$ cat config.mk
export PLATFORM = sky130hd
export DESIGN_NAME = lvsc_top
export DESIGN_NICKNAME = d
export VERILOG_FILES = /design/src/lvsc_pkg.sv /design/src/lvsc_detect.sv /design/src/lvsc_top.sv
export SDC_FILE = /design/constraint.sdc
export NUM_CORES = 1
export LEC_CHECK = 0
export BUFFER_PORTS_ARGS = -buffer_cell sky130_fd_sc_hd__clkbuf_2
export CORE_MARGIN = 2
export CORE_UTILIZATION = 40
export DETAILED_ROUTE_END_ITERATION = 16
export GPL_ROUTABILITY_DRIVEN = 0
export PLACE_DENSITY_LB_ADDON = 0.05
export RECOVER_POWER = 50
export SLEW_MARGIN = 15
export SYNTH_ARGS = -nofsm -noshare
export SYNTH_HDL_FRONTEND = slang
export SYNTH_HIERARCHICAL = 1
export SYNTH_SLANG_ARGS = --single-unit
$ cat constraint.sdc
create_clock -name REF_CLK_I -period 1.7 [get_ports REF_CLK_I]
set_input_delay 0.34 -clock REF_CLK_I [delete_from_list [all_inputs] [get_ports REF_CLK_I]]
set_output_delay 0.34 -clock REF_CLK_I [all_outputs]
set_load 0.005 [all_outputs]
$ cat src/lvsc_pkg.sv
// Package: register map, field positions and constants for the standby control
package lvsc_pkg;

  // Register offsets (byte addresses; the control offset is our own pick)
  localparam logic [15:0] LVSC_CTRL_IDX   = 16'hf730;
  localparam logic [15:0] LVSC_STAT_IDX   = 16'hf731;
  localparam logic [15:0] LVSC_SYS1_IDX   = 16'hfff0;
  localparam logic [15:0] LVSC_SYS2_IDX   = 16'hfff1;
  localparam logic [15:0] LVSC_SYS1_PRINT = 16'hfff0;
  localparam logic [15:0] LVSC_SYS2_PRINT = 16'hfff1;

  // Bus address width (word address = index)
  localparam int LVSC_AW = 16;

  // Control register fields
  localparam int CTRL_MON_EN   = 7;
  localparam int CTRL_RST_SEL  = 3;
  localparam int CTRL_RST_EN   = 2;
  localparam int CTRL_DROP_IE  = 1;
  localparam int CTRL_RISE_IE  = 0;

  // Status register fields
  localparam int STAT_DROP = 1;
  localparam int STAT_RISE = 0;

  // System control one fields
  localparam int SYS1_SOFTWARE_STANDBY   = 7;
  localparam int SYS1_STS_LO = 4;

  // System control two fields
  localparam int SYS2_DIRECT_TRANSFER_FLAG  = 5;
  localparam int SYS2_MA_LO = 2;

  // Reset values
  localparam logic [7:0] CTRL_RESET = 8'h00;
  localparam logic [7:0] STAT_RESET = 8'h00;
  localparam logic [7:0] SYS1_RESET = 8'h00;
  localparam logic [7:0] SYS2_RESET = 8'h00;

  // Standby wait select code for the long period and its count
  localparam logic [2:0]  STS_LONG       = 3'h4;
  localparam int          WAIT_LONG      = 131072;
  localparam logic [17:0] WAIT_LONG_CYC  = 18'(WAIT_LONG);
  localparam logic [17:0] WAIT_SHORT_CYC = 18'h00400;

  // Comparator levels in millivolts
  localparam int DROP_MV       = 3700;
  localparam int RISE_MV       = 4000;
  localparam int RESET_LOW_MV  = 2300;
  localparam int RESET_HIGH_MV = 3600;

  // Power modes
  typedef enum logic [1:0] {
    LVSC_ACTIVE,
    LVSC_STANDBY_WAIT,
    LVSC_STANDBY
  } lvsc_mode_t;

  // Comparator event bundle
  typedef struct packed {
    logic drop;
    logic rise;
    logic reset_low;
    logic reset_high;
  } lvsc_cmp_t;

endpackage

$ cat src/lvsc_detect.sv
// Low-voltage detector: drop/rise tracking and reset request
`timescale 1ns/1ps
module lvsc_detect
  import lvsc_pkg::*;
(
  // Clock and reset
  input  wire logic       clk,
  input  wire logic       rst_n,
  // Control
  input  wire logic       mon_en,
  input  wire logic       rise_ie,
  input  wire logic       rst_en,
  input  wire logic       rst_sel,
  // Comparators
  input  wire lvsc_cmp_t  cmp,
  // Events out
  output logic            drop_evt,
  output logic            rise_evt,
  output logic            lv_reset
);

  logic armed;
  logic below;
  logic reset_hit;

  // Threshold choice between the two reset levels
  assign reset_hit = rst_sel ? cmp.reset_high : cmp.reset_low;

  // Armed by a drop, disarmed by rise or by the low reset level (reset_low)
  always_ff @(posedge clk) begin
    if (!rst_n || !mon_en) begin
      armed <= 1'b0;
      below <= 1'b0;
    end else begin
      below <= cmp.drop;
      if (cmp.reset_low)
        armed <= 1'b0;
      else if (cmp.drop)
        armed <= 1'b1;
      else if (cmp.rise)
        armed <= 1'b0;
    end
  end

  // Drop on entering the low band; rise only with its enable set
  assign drop_evt = mon_en && cmp.drop && !below;
  assign rise_evt = mon_en && rise_ie && armed && cmp.rise
                    && !cmp.reset_low && !cmp.drop;
  // Reset only while enabled
  assign lv_reset = mon_en && rst_en && reset_hit;

endmodule

$ cat src/lvsc_top.sv
// Top: low-voltage monitor and standby control behind an Avalon-MM slave
//
// Implementation choice: register access over Avalon-MM.
`timescale 1ns/1ps
module lvsc_top
  import lvsc_pkg::*;
(
  // Clock and reset
  input  wire logic               REF_CLK_I,
  input  wire logic               RSTN_I,
  // Avalon-MM slave
  input  wire logic [LVSC_AW-1:0] AVS_ADDRESS_I,
  input  wire logic               AVS_READ_I,
  input  wire logic               AVS_WRITE_I,
  input  wire logic [31:0]        AVS_WRITEDATA_I,
  input  wire logic [3:0]         AVS_BYTEENABLE_I,
  output logic [31:0]             AVS_READDATA_O,
  output logic                    AVS_WAITREQUEST_O,
  output logic [1:0]              AVS_RESPONSE_O,
  // Supply comparators
  input  wire lvsc_cmp_t          CMP_I,
  // CPU sleep instruction strobe
  input  wire logic               SLEEP_I,
  // Outputs
  output logic                    LV_IRQ_O,
  output logic                    LV_RESET_O,
  output logic                    STANDBY_O,
  output logic                    OSC_CLK_SEL_O,
  output logic [2:0]              ACT_CLK_SEL_O
);

  logic [7:0]  voltage_monitor_control;
  logic [7:0]  voltage_monitor_status;
  logic [7:0]  system_control_one;
  logic [7:0]  system_control_two;
  logic        ack;
  logic        drop_evt;
  logic        rise_evt;
  logic        lv_reset;
  logic        wr_hit;
  logic        mapped;
  logic [7:0]  rd_byte;
  logic [17:0] wait_cnt;
  logic [17:0] wait_len;
  lvsc_mode_t  mode;
  lvsc_mode_t  next_mode;

  // One wait cycle per access keeps timing simple
  always_ff @(posedge REF_CLK_I) begin
    if (!RSTN_I)
      ack <= 1'b0;
    else
      ack <= (AVS_READ_I || AVS_WRITE_I) && !ack;
  end
  assign AVS_WAITREQUEST_O = (AVS_READ_I || AVS_WRITE_I) && !ack;
  assign wr_hit = AVS_WRITE_I && ack && AVS_BYTEENABLE_I[0];

  assign mapped = AVS_ADDRESS_I == LVSC_CTRL_IDX
               || AVS_ADDRESS_I == LVSC_STAT_IDX
               || AVS_ADDRESS_I == LVSC_SYS1_IDX
               || AVS_ADDRESS_I == LVSC_SYS2_IDX;

  // Read mux
  always_comb begin
    case (AVS_ADDRESS_I)
      LVSC_CTRL_IDX: rd_byte = voltage_monitor_control;
      LVSC_STAT_IDX: rd_byte = voltage_monitor_status;
      LVSC_SYS1_IDX: rd_byte = system_control_one;
      LVSC_SYS2_IDX: rd_byte = system_control_two;
      default:       rd_byte = 8'h00;
    endcase
  end

  // Read data and response registered at the acknowledging edge
  always_ff @(posedge REF_CLK_I) begin
    if (!RSTN_I) begin
      AVS_READDATA_O <= 32'h0000_0000;
      AVS_RESPONSE_O <= 2'h0;
    end else if ((AVS_READ_I || AVS_WRITE_I) && !ack) begin
      AVS_READDATA_O <= {24'h000000, rd_byte};
      AVS_RESPONSE_O <= mapped ? 2'h0 : 2'h3;
    end
  end

  // Control and system registers
  always_ff @(posedge REF_CLK_I) begin
    if (!RSTN_I) begin
      voltage_monitor_control <= CTRL_RESET;
      system_control_one      <= SYS1_RESET;
      system_control_two      <= SYS2_RESET;
    end else if (wr_hit) begin
      if (AVS_ADDRESS_I == LVSC_CTRL_IDX)
        voltage_monitor_control <= AVS_WRITEDATA_I[7:0];
      if (AVS_ADDRESS_I == LVSC_SYS1_IDX)
        system_control_one <= AVS_WRITEDATA_I[7:0];
      if (AVS_ADDRESS_I == LVSC_SYS2_IDX)
        system_control_two <= AVS_WRITEDATA_I[7:0];
    end
  end

  // Detector core; held idle when monitor is off
  lvsc_detect u_detect (
    .clk      (REF_CLK_I),
    .rst_n    (RSTN_I),
    .mon_en   (voltage_monitor_control[CTRL_MON_EN]),
    .rise_ie  (voltage_monitor_control[CTRL_RISE_IE]),
    .rst_en   (voltage_monitor_control[CTRL_RST_EN]),
    .rst_sel  (voltage_monitor_control[CTRL_RST_SEL]),
    .cmp      (CMP_I),
    .drop_evt (drop_evt),
    .rise_evt (rise_evt),
    .lv_reset (lv_reset)
  );

  // Sticky flags: write 0 clears, write 1 keeps; set beats clear
  always_ff @(posedge REF_CLK_I) begin
    if (!RSTN_I) begin
      voltage_monitor_status <= STAT_RESET;
    end else begin
      voltage_monitor_status[7:2] <= 6'h00;
      if (drop_evt)
        voltage_monitor_status[STAT_DROP] <= 1'b1;
      else if (wr_hit && AVS_ADDRESS_I == LVSC_STAT_IDX
               && !AVS_WRITEDATA_I[STAT_DROP])
        voltage_monitor_status[STAT_DROP] <= 1'b0;
      if (rise_evt)
        voltage_monitor_status[STAT_RISE] <= 1'b1;
      else if (wr_hit && AVS_ADDRESS_I == LVSC_STAT_IDX
               && !AVS_WRITEDATA_I[STAT_RISE])
        voltage_monitor_status[STAT_RISE] <= 1'b0;
    end
  end

  // Interrupt request gated per flag by its enable
  always_ff @(posedge REF_CLK_I) begin
    if (!RSTN_I) begin
      LV_IRQ_O   <= 1'b0;
      LV_RESET_O <= 1'b0;
    end else begin
      LV_IRQ_O <= (voltage_monitor_status[STAT_DROP]
                   && voltage_monitor_control[CTRL_DROP_IE])
               || (voltage_monitor_status[STAT_RISE]
                   && voltage_monitor_control[CTRL_RISE_IE]);
      LV_RESET_O <= lv_reset;
    end
  end

  // Wait length from the three-bit select field
  always_comb begin
    if (system_control_one[SYS1_STS_LO+:3] == STS_LONG)
      wait_len = WAIT_LONG_CYC;
    else
      wait_len = WAIT_SHORT_CYC;
  end

  // Mode sequencing
  always_comb begin
    next_mode = mode;
    case (mode)
      LVSC_ACTIVE:
        if (SLEEP_I && system_control_one[SYS1_SOFTWARE_STANDBY]
            && !system_control_two[SYS2_DIRECT_TRANSFER_FLAG])
          next_mode = LVSC_STANDBY_WAIT;
      LVSC_STANDBY_WAIT:
        if (wait_cnt == 18'h00001)
          next_mode = LVSC_STANDBY;
      LVSC_STANDBY:
        if (rise_evt)
          next_mode = LVSC_ACTIVE;
      default:
        next_mode = LVSC_ACTIVE;
    endcase
  end

  always_ff @(posedge REF_CLK_I) begin
    if (!RSTN_I)
      mode <= LVSC_ACTIVE;
    else
      mode <= next_mode;
  end

  // Wait counter loads every active cycle, counts down in the wait state
  always_ff @(posedge REF_CLK_I) begin
    if (!RSTN_I)
      wait_cnt <= 18'h00000;
    else if (mode == LVSC_ACTIVE)
      wait_cnt <= wait_len;
    else if (mode == LVSC_STANDBY_WAIT && wait_cnt != 18'h00000)
      wait_cnt <= wait_cnt - 18'h00001;
  end

  // Standby flag and clock selection outputs
  always_ff @(posedge REF_CLK_I) begin
    if (!RSTN_I) begin
      STANDBY_O     <= 1'b0;
      OSC_CLK_SEL_O <= 1'b1;
      ACT_CLK_SEL_O <= 3'h0;
    end else begin
      STANDBY_O     <= next_mode != LVSC_ACTIVE;
      // Low bits are don't care when the top bit is clear
      OSC_CLK_SEL_O <= !system_control_two[SYS2_MA_LO+2];
      ACT_CLK_SEL_O <= system_control_two[SYS2_MA_LO+:3];
    end
  end

  // Assertions
  property p_rise_irq;
    @(posedge REF_CLK_I) disable iff (!RSTN_I)
    !voltage_monitor_control[CTRL_RISE_IE]
    && !(voltage_monitor_status[STAT_DROP]
         && voltage_monitor_control[CTRL_DROP_IE]) |=> !LV_IRQ_O;
  endproperty
  a_rise_irq: assert property (p_rise_irq)
    else $error("irq without enable");

  property p_drop_set;
    @(posedge REF_CLK_I) disable iff (!RSTN_I)
    drop_evt |=> voltage_monitor_status[STAT_DROP];
  endproperty
  a_drop_set: assert property (p_drop_set)
    else $error("drop flag not set");

  property p_rise_en;
    @(posedge REF_CLK_I) disable iff (!RSTN_I)
    rise_evt |-> voltage_monitor_control[CTRL_RISE_IE];
  endproperty
  a_rise_en: assert property (p_rise_en)
    else $error("rise without enable");

  property p_standby;
    @(posedge REF_CLK_I) disable iff (!RSTN_I)
    mode == LVSC_ACTIVE && SLEEP_I && system_control_one[SYS1_SOFTWARE_STANDBY]
    && !system_control_two[SYS2_DIRECT_TRANSFER_FLAG] |=> STANDBY_O;
  endproperty
  a_standby: assert property (p_standby)
    else $error("no standby entry");

  property p_wait_len;
    @(posedge REF_CLK_I) disable iff (!RSTN_I)
    mode == LVSC_ACTIVE && next_mode == LVSC_STANDBY_WAIT
    && system_control_one[SYS1_STS_LO+:3] == STS_LONG
    |=> wait_cnt == 18'd131072;
  endproperty
  a_wait_len: assert property (p_wait_len)
    else $error("wrong wait length");

  property p_osc;
    @(posedge REF_CLK_I) disable iff (!RSTN_I)
    !system_control_two[SYS2_MA_LO+2] |=> OSC_CLK_SEL_O;
  endproperty
  a_osc: assert property (p_osc)
    else $error("oscillator not selected");

  property p_mon_off;
    @(posedge REF_CLK_I) disable iff (!RSTN_I)
    !voltage_monitor_control[CTRL_MON_EN] |-> !drop_evt && !lv_reset;
  endproperty
  a_mon_off: assert property (p_mon_off)
    else $error("detector active while off");

  property p_reset;
    @(posedge REF_CLK_I) disable iff (!RSTN_I)
    !voltage_monitor_control[CTRL_RST_EN] |=> !LV_RESET_O;
  endproperty
  a_reset: assert property (p_reset)
    else $error("reset while disabled");

  property p_sticky;
    @(posedge REF_CLK_I) disable iff (!RSTN_I)
    voltage_monitor_status[STAT_DROP] && !wr_hit
    |=> voltage_monitor_status[STAT_DROP];
  endproperty
  a_sticky: assert property (p_sticky)
    else $error("flag lost");

  c_drop:    cover property (@(posedge REF_CLK_I) drop_evt);
  c_rise:    cover property (@(posedge REF_CLK_I) rise_evt);
  c_standby: cover property (@(posedge REF_CLK_I)
                             mode == LVSC_STANDBY);

endmodule
==> metrics.txt, run 1 <==
Synth top area share 0.407; status complete, no violations; worst-path fanout max 4; Slowest cell on crit path nor4_4; DP Worst Slack -0.0669 ns; Die W 93.4 um; Setup Crit Path Kind reg2reg; Async S/R FF share, synth 0; routed vias 2,788; antenna violation net count after detailed routing 0; Leakage 0.00170 uW; Hold Crit Class in2reg; layout cells sized above 1 0.305; drt wl/cell 13.2 um; Post-Syn Instances 364; Power, Total 3200 uW; CP Launch Type register; PnR worst setup slack 0.0570 ns; CTS hold repair buffers 0; CTS tree done; crit-path cells nor4_4 > and3_4 > a31o_2 > nor3_1 > a32o_1; Power Density 789 nW/um^2; sequential share of the synthesized area 0.407; delay-heaviest family, CP simple AND/OR/NAND/NOR gates; I/O pins 103; initial antenna violation count 0; max incr delay on CP 0.40 ns; CP bufs+invs 0; fmax 609 MHz; most frequent cells after synthesis dfxtp_1, nand2_1, nor2_1, o21ai_0, buf_4; post-layout min period 1.64 ns; P&R area growth vs syn 27.0%; multi-input logic area 1780 sq um; RSZ-0062 raised after global routing yes; Vias/cell 4.97; CTS root buffer clkbuf_8; IO buf count 51; DRC violations left 0; n_diodes 0; Pre-antenna DRT Iters 4; Reg2Reg Setup Slack 0.06 ns; row count 32; WP data required 1.93 ns; Num CTS Buffers 9; dpl hpwl 5410 um; Skew-Pair Late Insertion Delay 0.35 ns; Max-Cap Viols 0; Total GRT Usage 0.178; top-count cell post-synth dfxtp_1; largest net degree at the start of global routing 30; fin. max-slew vios 0; Synth cell types 64; CTS clk-pin slew, worst paths 0.08 ns; Die Y 93.4 um; CTS Buffer Depth 2; initial core utilization 0.414; H-tree depth 3; final setup TNS 0 ns; Final Hold Violating Endpoints 0; Detailed Route Iter0 Violations 96; top post-synthesis cells by area dfxtp_1, buf_4, mux2i_1, nand2_1, o21ai_0; CORE AREA 7730 sq um; fillers 779; FF+latch count, synth 65; measured slew at the worst slew-check pin 0.517 ns; Worst Hold Slack 0.248 ns; die area 8730 sq um; Peak VDD IR 0.000547 V; final setup fails 0; post-synthesis average cell area 8.79 sq um; Rel. slew slack 0.655; Synth Warn # 6; Most used DFF post-synth dfxtp_1; worst path arrival time 1.87 ns; vias in the first global route 2,572; GRT Residual Overflow 0; Sink Count 65; nets@finish 517; first-pass GRT wire length 12,200 um; Tcrit/Tclk final 0.966; Post-synth EDFFs 0; endpoint class of the critical path register; Mapped Area 3200 sq um; Reg area 1310 sq um; Fin Clk Skew 0.0113 ns; DRT Wirelength 7390 um; biggest area consumer among synthesized cells dfxtp_1
path summary, 6_finish.rpt:
kind	startpoint	to	cells after the start
setup / recovery	wait_cnt[12]	wait_cnt[10]	5
hold / removal	AVS_WRITEDATA_I[2]	system_control_two[2]	3
setup reg to reg	wait_cnt[12]	wait_cnt[10]	5
hold reg to reg	system_control_two[4]	OSC_CLK_SEL_O	1
report_power, final:
part,switching (uW),internal (uW)
Sequential,4.73,1530
Combinational,101,75.7
Clock,655,840
Total,761,2440
flip-flops by register name, indices dropped and copies added (netlist names):
register                 flops
system_control_one           8
OSC_CLK_SEL_O                1
LV_RESET_O                   1
LV_IRQ_O                     1
ACT_CLK_SEL_O                3
mode                         2
system_control_two           8
wait_cnt                    18
AVS_RESPONSE_O               1
AVS_READDATA_O               8
voltage_monitor_control      8
voltage_monitor_status       2
u_detect/armed               1
u_detect/below               1
ack                          1
STANDBY_O                    1
cells in the final DEF (no fill, tap or decap), types with 7 or more instances in the layout:
cell,synthesis,layout
dfxtp_1,65,62
clkbuf_2,0,50
buf_4,25,40
nand2_1,38,38
nor2_1,33,32
o21ai_0,26,26
conb_1,1,24
nand3_1,19,19
mux2i_1,17,17
a21oi_1,13,11
nor2b_1,11,11
clkbuf_8,0,9
inv_1,7,7
metrics by stage:
| stage | instances | util | cell area, sq um |
|---|---|---|---|
| after floorplan | 387 | - | 3290 |
| after global placement | 538 | 0.482 | 3720 |
| after detailed placement | 538 | 0.482 | 3720 |
| after CTS | 554 | 0.512 | 3960 |
| after global routing | 561 | 0.526 | 4060 |
| final | 561 | 0.526 | 4060 |
tightest hold or removal path, cell delays in order:
cell and delay (ns):
clkbuf_2 0.11, nand2_1 0.05, o21ai_0 0.06
cell families after synthesis:
| kind of cell | count (synthesis) | share of synthesized area |
|---|---|---|
| adder cells (fa/ha/maj) | 2 | 0.00782 |
| buffers and inverters | 48 | 0.0900 |
| AO/OA/AOI/OAI | 71 | 0.150 |
| multiplexers | 18 | 0.0567 |
| XOR/XNOR | 7 | 0.0192 |
| flip-flops | 65 | 0.407 |
| AND/OR/NAND/NOR | 152 | 0.268 |
| other | 1 | 0.00117 |
per-layer routing:
layer / global-route usage / routed length (um) / vias up
li1: - / - / 1433
met1: 0.249 / 3710 / 1277
met2: 0.261 / 3140 / 67
met3: 0.0492 / 411 / 11
met4: 0.0637 / 124 / 0
met5: 0 / 0 / -
repair_timing:
| item | CTS | global route |
|---|---|---|
| buffers inserted | 0 | 7 |
| resized for setup | 1 | 19 |
| endpoints found under the setup margin | 1 | 16 |
| pin swaps | 0 | 8 |
area by class of cell:
type                       instances  share of cell area
timing repair buffer              97               0.147
sequential                        65               0.321
clock buffer                       9              0.0305
tap                              102              0.0314
multi-input combinational        274               0.439
clock inverter                     7              0.0249
inverter                           7             0.00647
(Power assumes the default switching activity.)
==> inputs of run 2 (changes only) <==
GPL_TIMING_DRIVEN = 0   (was unset)
HOLD_SLACK_MARGIN = 0.06   (was unset)
==> metrics.txt, run 2 (same netlist as run 1, synthesis figures left out) <==
status complete, no violations; routed vias 2,868 (+2.9%); CTS clk-pin slew, worst paths 0.07 ns (about the same); CTS tree done; fmax 596 MHz (-2.1%); Final Hold Violating Endpoints 0 (unchanged); endpoint class of the critical path register; Internal Power 2290 uW (-6.3%); Sequential Power Share 0.512 (+0.034); DRC violations left 0 (unchanged); Comb pwr share 0.073 (+0.018); Top reg by flops wait_cnt; WP data required 1.94 ns (about the same); Power Density 732 nW/um^2 (-7.1%); Setup Crit Path Kind reg2reg; antenna violation net count after detailed routing 0 (unchanged); initial core utilization 0.414 (unchanged); Sink Count 65 (unchanged); CTS Buffer Depth 2 (unchanged); Rel. slew slack 0.588 (-0.0677); Hold Crit Class in2reg; final setup TNS 0 ns (unchanged); IO buf count 51 (unchanged); die area 8730 sq um (unchanged); CORE AREA 7730 sq um (unchanged); Clock power frac 0.415 (-0.052); nets@finish 521 (+0.77%); first-pass GRT wire length 12,800 um (+5.0%); I/O pins 103 (unchanged); Peak VDD IR 0.000438 V (-20%); DRT Wirelength 7790 um (+5.4%); largest net degree at the start of global routing 11 (-63%); P_sw 695 uW (-8.7%); GRT Residual Overflow 0 (unchanged); Skew-Pair Late Insertion Delay 0.34 ns (about the same); fin. max-slew vios 0 (unchanged); row count 32 (unchanged); CP Launch Type register; measured slew at the worst slew-check pin 0.619 ns (+0.102 ns); Max-Cap Viols 0 (unchanged); Tcrit/Tclk final 0.987 (+0.0203); max reg flops 18 (unchanged); final setup fails 0 (unchanged); Detailed Route Iter0 Violations 56 (-42%); switching share of total power 0.233 (-0.00466); worst path arrival time 1.91 ns (+0.04 ns); CTS root buffer clkbuf_8; initial antenna violation count 0 (unchanged); P&R area growth vs syn 27.4%; Fin Clk Skew 0.00895 ns (-0.00231 ns); most common cell after layout, fill and taps aside dfxtp_1; Leakage 0.00171 uW (+0.45%); Vias/cell 5.09 (+2.3%); commonest cells after routing, fill and taps aside dfxtp_1, clkbuf_2, nand2_1; Worst Hold Slack 0.269 ns (+0.0211 ns); Pre-antenna DRT Iters 4 (unchanged); Total GRT Usage 0.186 (+0.00813); worst-path fanout max 6 (+2); Die Y 93.4 um (unchanged); post-layout min period 1.68 ns (+0.0345 ns); RSZ-0062 raised after global routing yes; H-tree depth 3 (unchanged); n_diodes 0 (unchanged); drt wl/cell 13.8 um (+4.9%); dpl hpwl 5560 um (+2.7%); Die W 93.4 um (unchanged); layout cells sized above 1 0.297 (-0.00847); vias in the first global route 2,689 (+4.5%); Num CTS Buffers 9 (unchanged)
[run 2: final timing paths]
check	startpoint	end	slack, ns	cells past startpoint
setup / recovery	wait_cnt[8]	wait_cnt[10]	0.02	6
hold reg to reg	system_control_two[4]	OSC_CLK_SEL_O	0.41	1
setup reg to reg	wait_cnt[8]	wait_cnt[10]	0.02	6
hold / removal	AVS_WRITEDATA_I[3]	system_control_one[3]	0.27	3
[run 2: what timing repair did]
item,4_1_cts,5_1_grt
pin swaps,2,9
resized for setup,13,27
gates cloned,0,1
buffers inserted,2,8
setup endpoints to repair,15,37
hold buffers,0,0
[run 2: worst max-delay path, stage by stage, from the launching register on]
cell	delay, ns
dfxtp_4	0.36
nor4_4	0.40
and3_4	0.26
buf_6	0.12
a31o_4	0.17
nor3_1	0.05
a32o_1	0.22
[run 2: layer usage]
| layer | GRT usage | wire length (um) |
|---|---|---|
| met5 | 0 | 0 |
| met4 | 0.0784 | 93 |
| met3 | 0.0338 | 286 |
| met2 | 0.300 | 3540 |
| met1 | 0.244 | 3870 |
[run 2: cell type report]
type	count	area, sq um
multi-input combinational	274	1820
clock buffer	11	131
fill	744	3650
inverter	7	26.3
sequential	65	1320
timing repair buffer	62	348
clock inverter	4	45.0
tap	102	128
buffer	39	265
[run 2: stage by stage]
step | util | instance area, sq um | cells | total power, uW | worst slack [ns]
2_1_floorplan | - | 3290 | 387 | 1690 | 0.0972
3_3_place_gp | 0.475 | 3670 | 540 | 1770 | -0.267
3_5_place_dp | 0.475 | 3670 | 540 | 1770 | -0.290
4_1_cts | 0.507 | 3920 | 557 | 3010 | 0.000672
5_1_grt | 0.527 | 4080 | 564 | 3100 | -0.0581
6_report | 0.527 | 4080 | 564 | 2980 | 0.0225
[run 2: power by group through the flow]
| stage | Clock, uW | Combinational [uW] | Sequential (uW) |
|---|---|---|---|
| CTS | 1270 | 211 | 1530 |
| floorplan | 0 | 125 | 1570 |
| global route | 1330 | 241 | 1530 |
| global placement | 0 | 205 | 1570 |
| detailed placement | 0 | 206 | 1570 |
| finish | 1240 | 218 | 1530 |
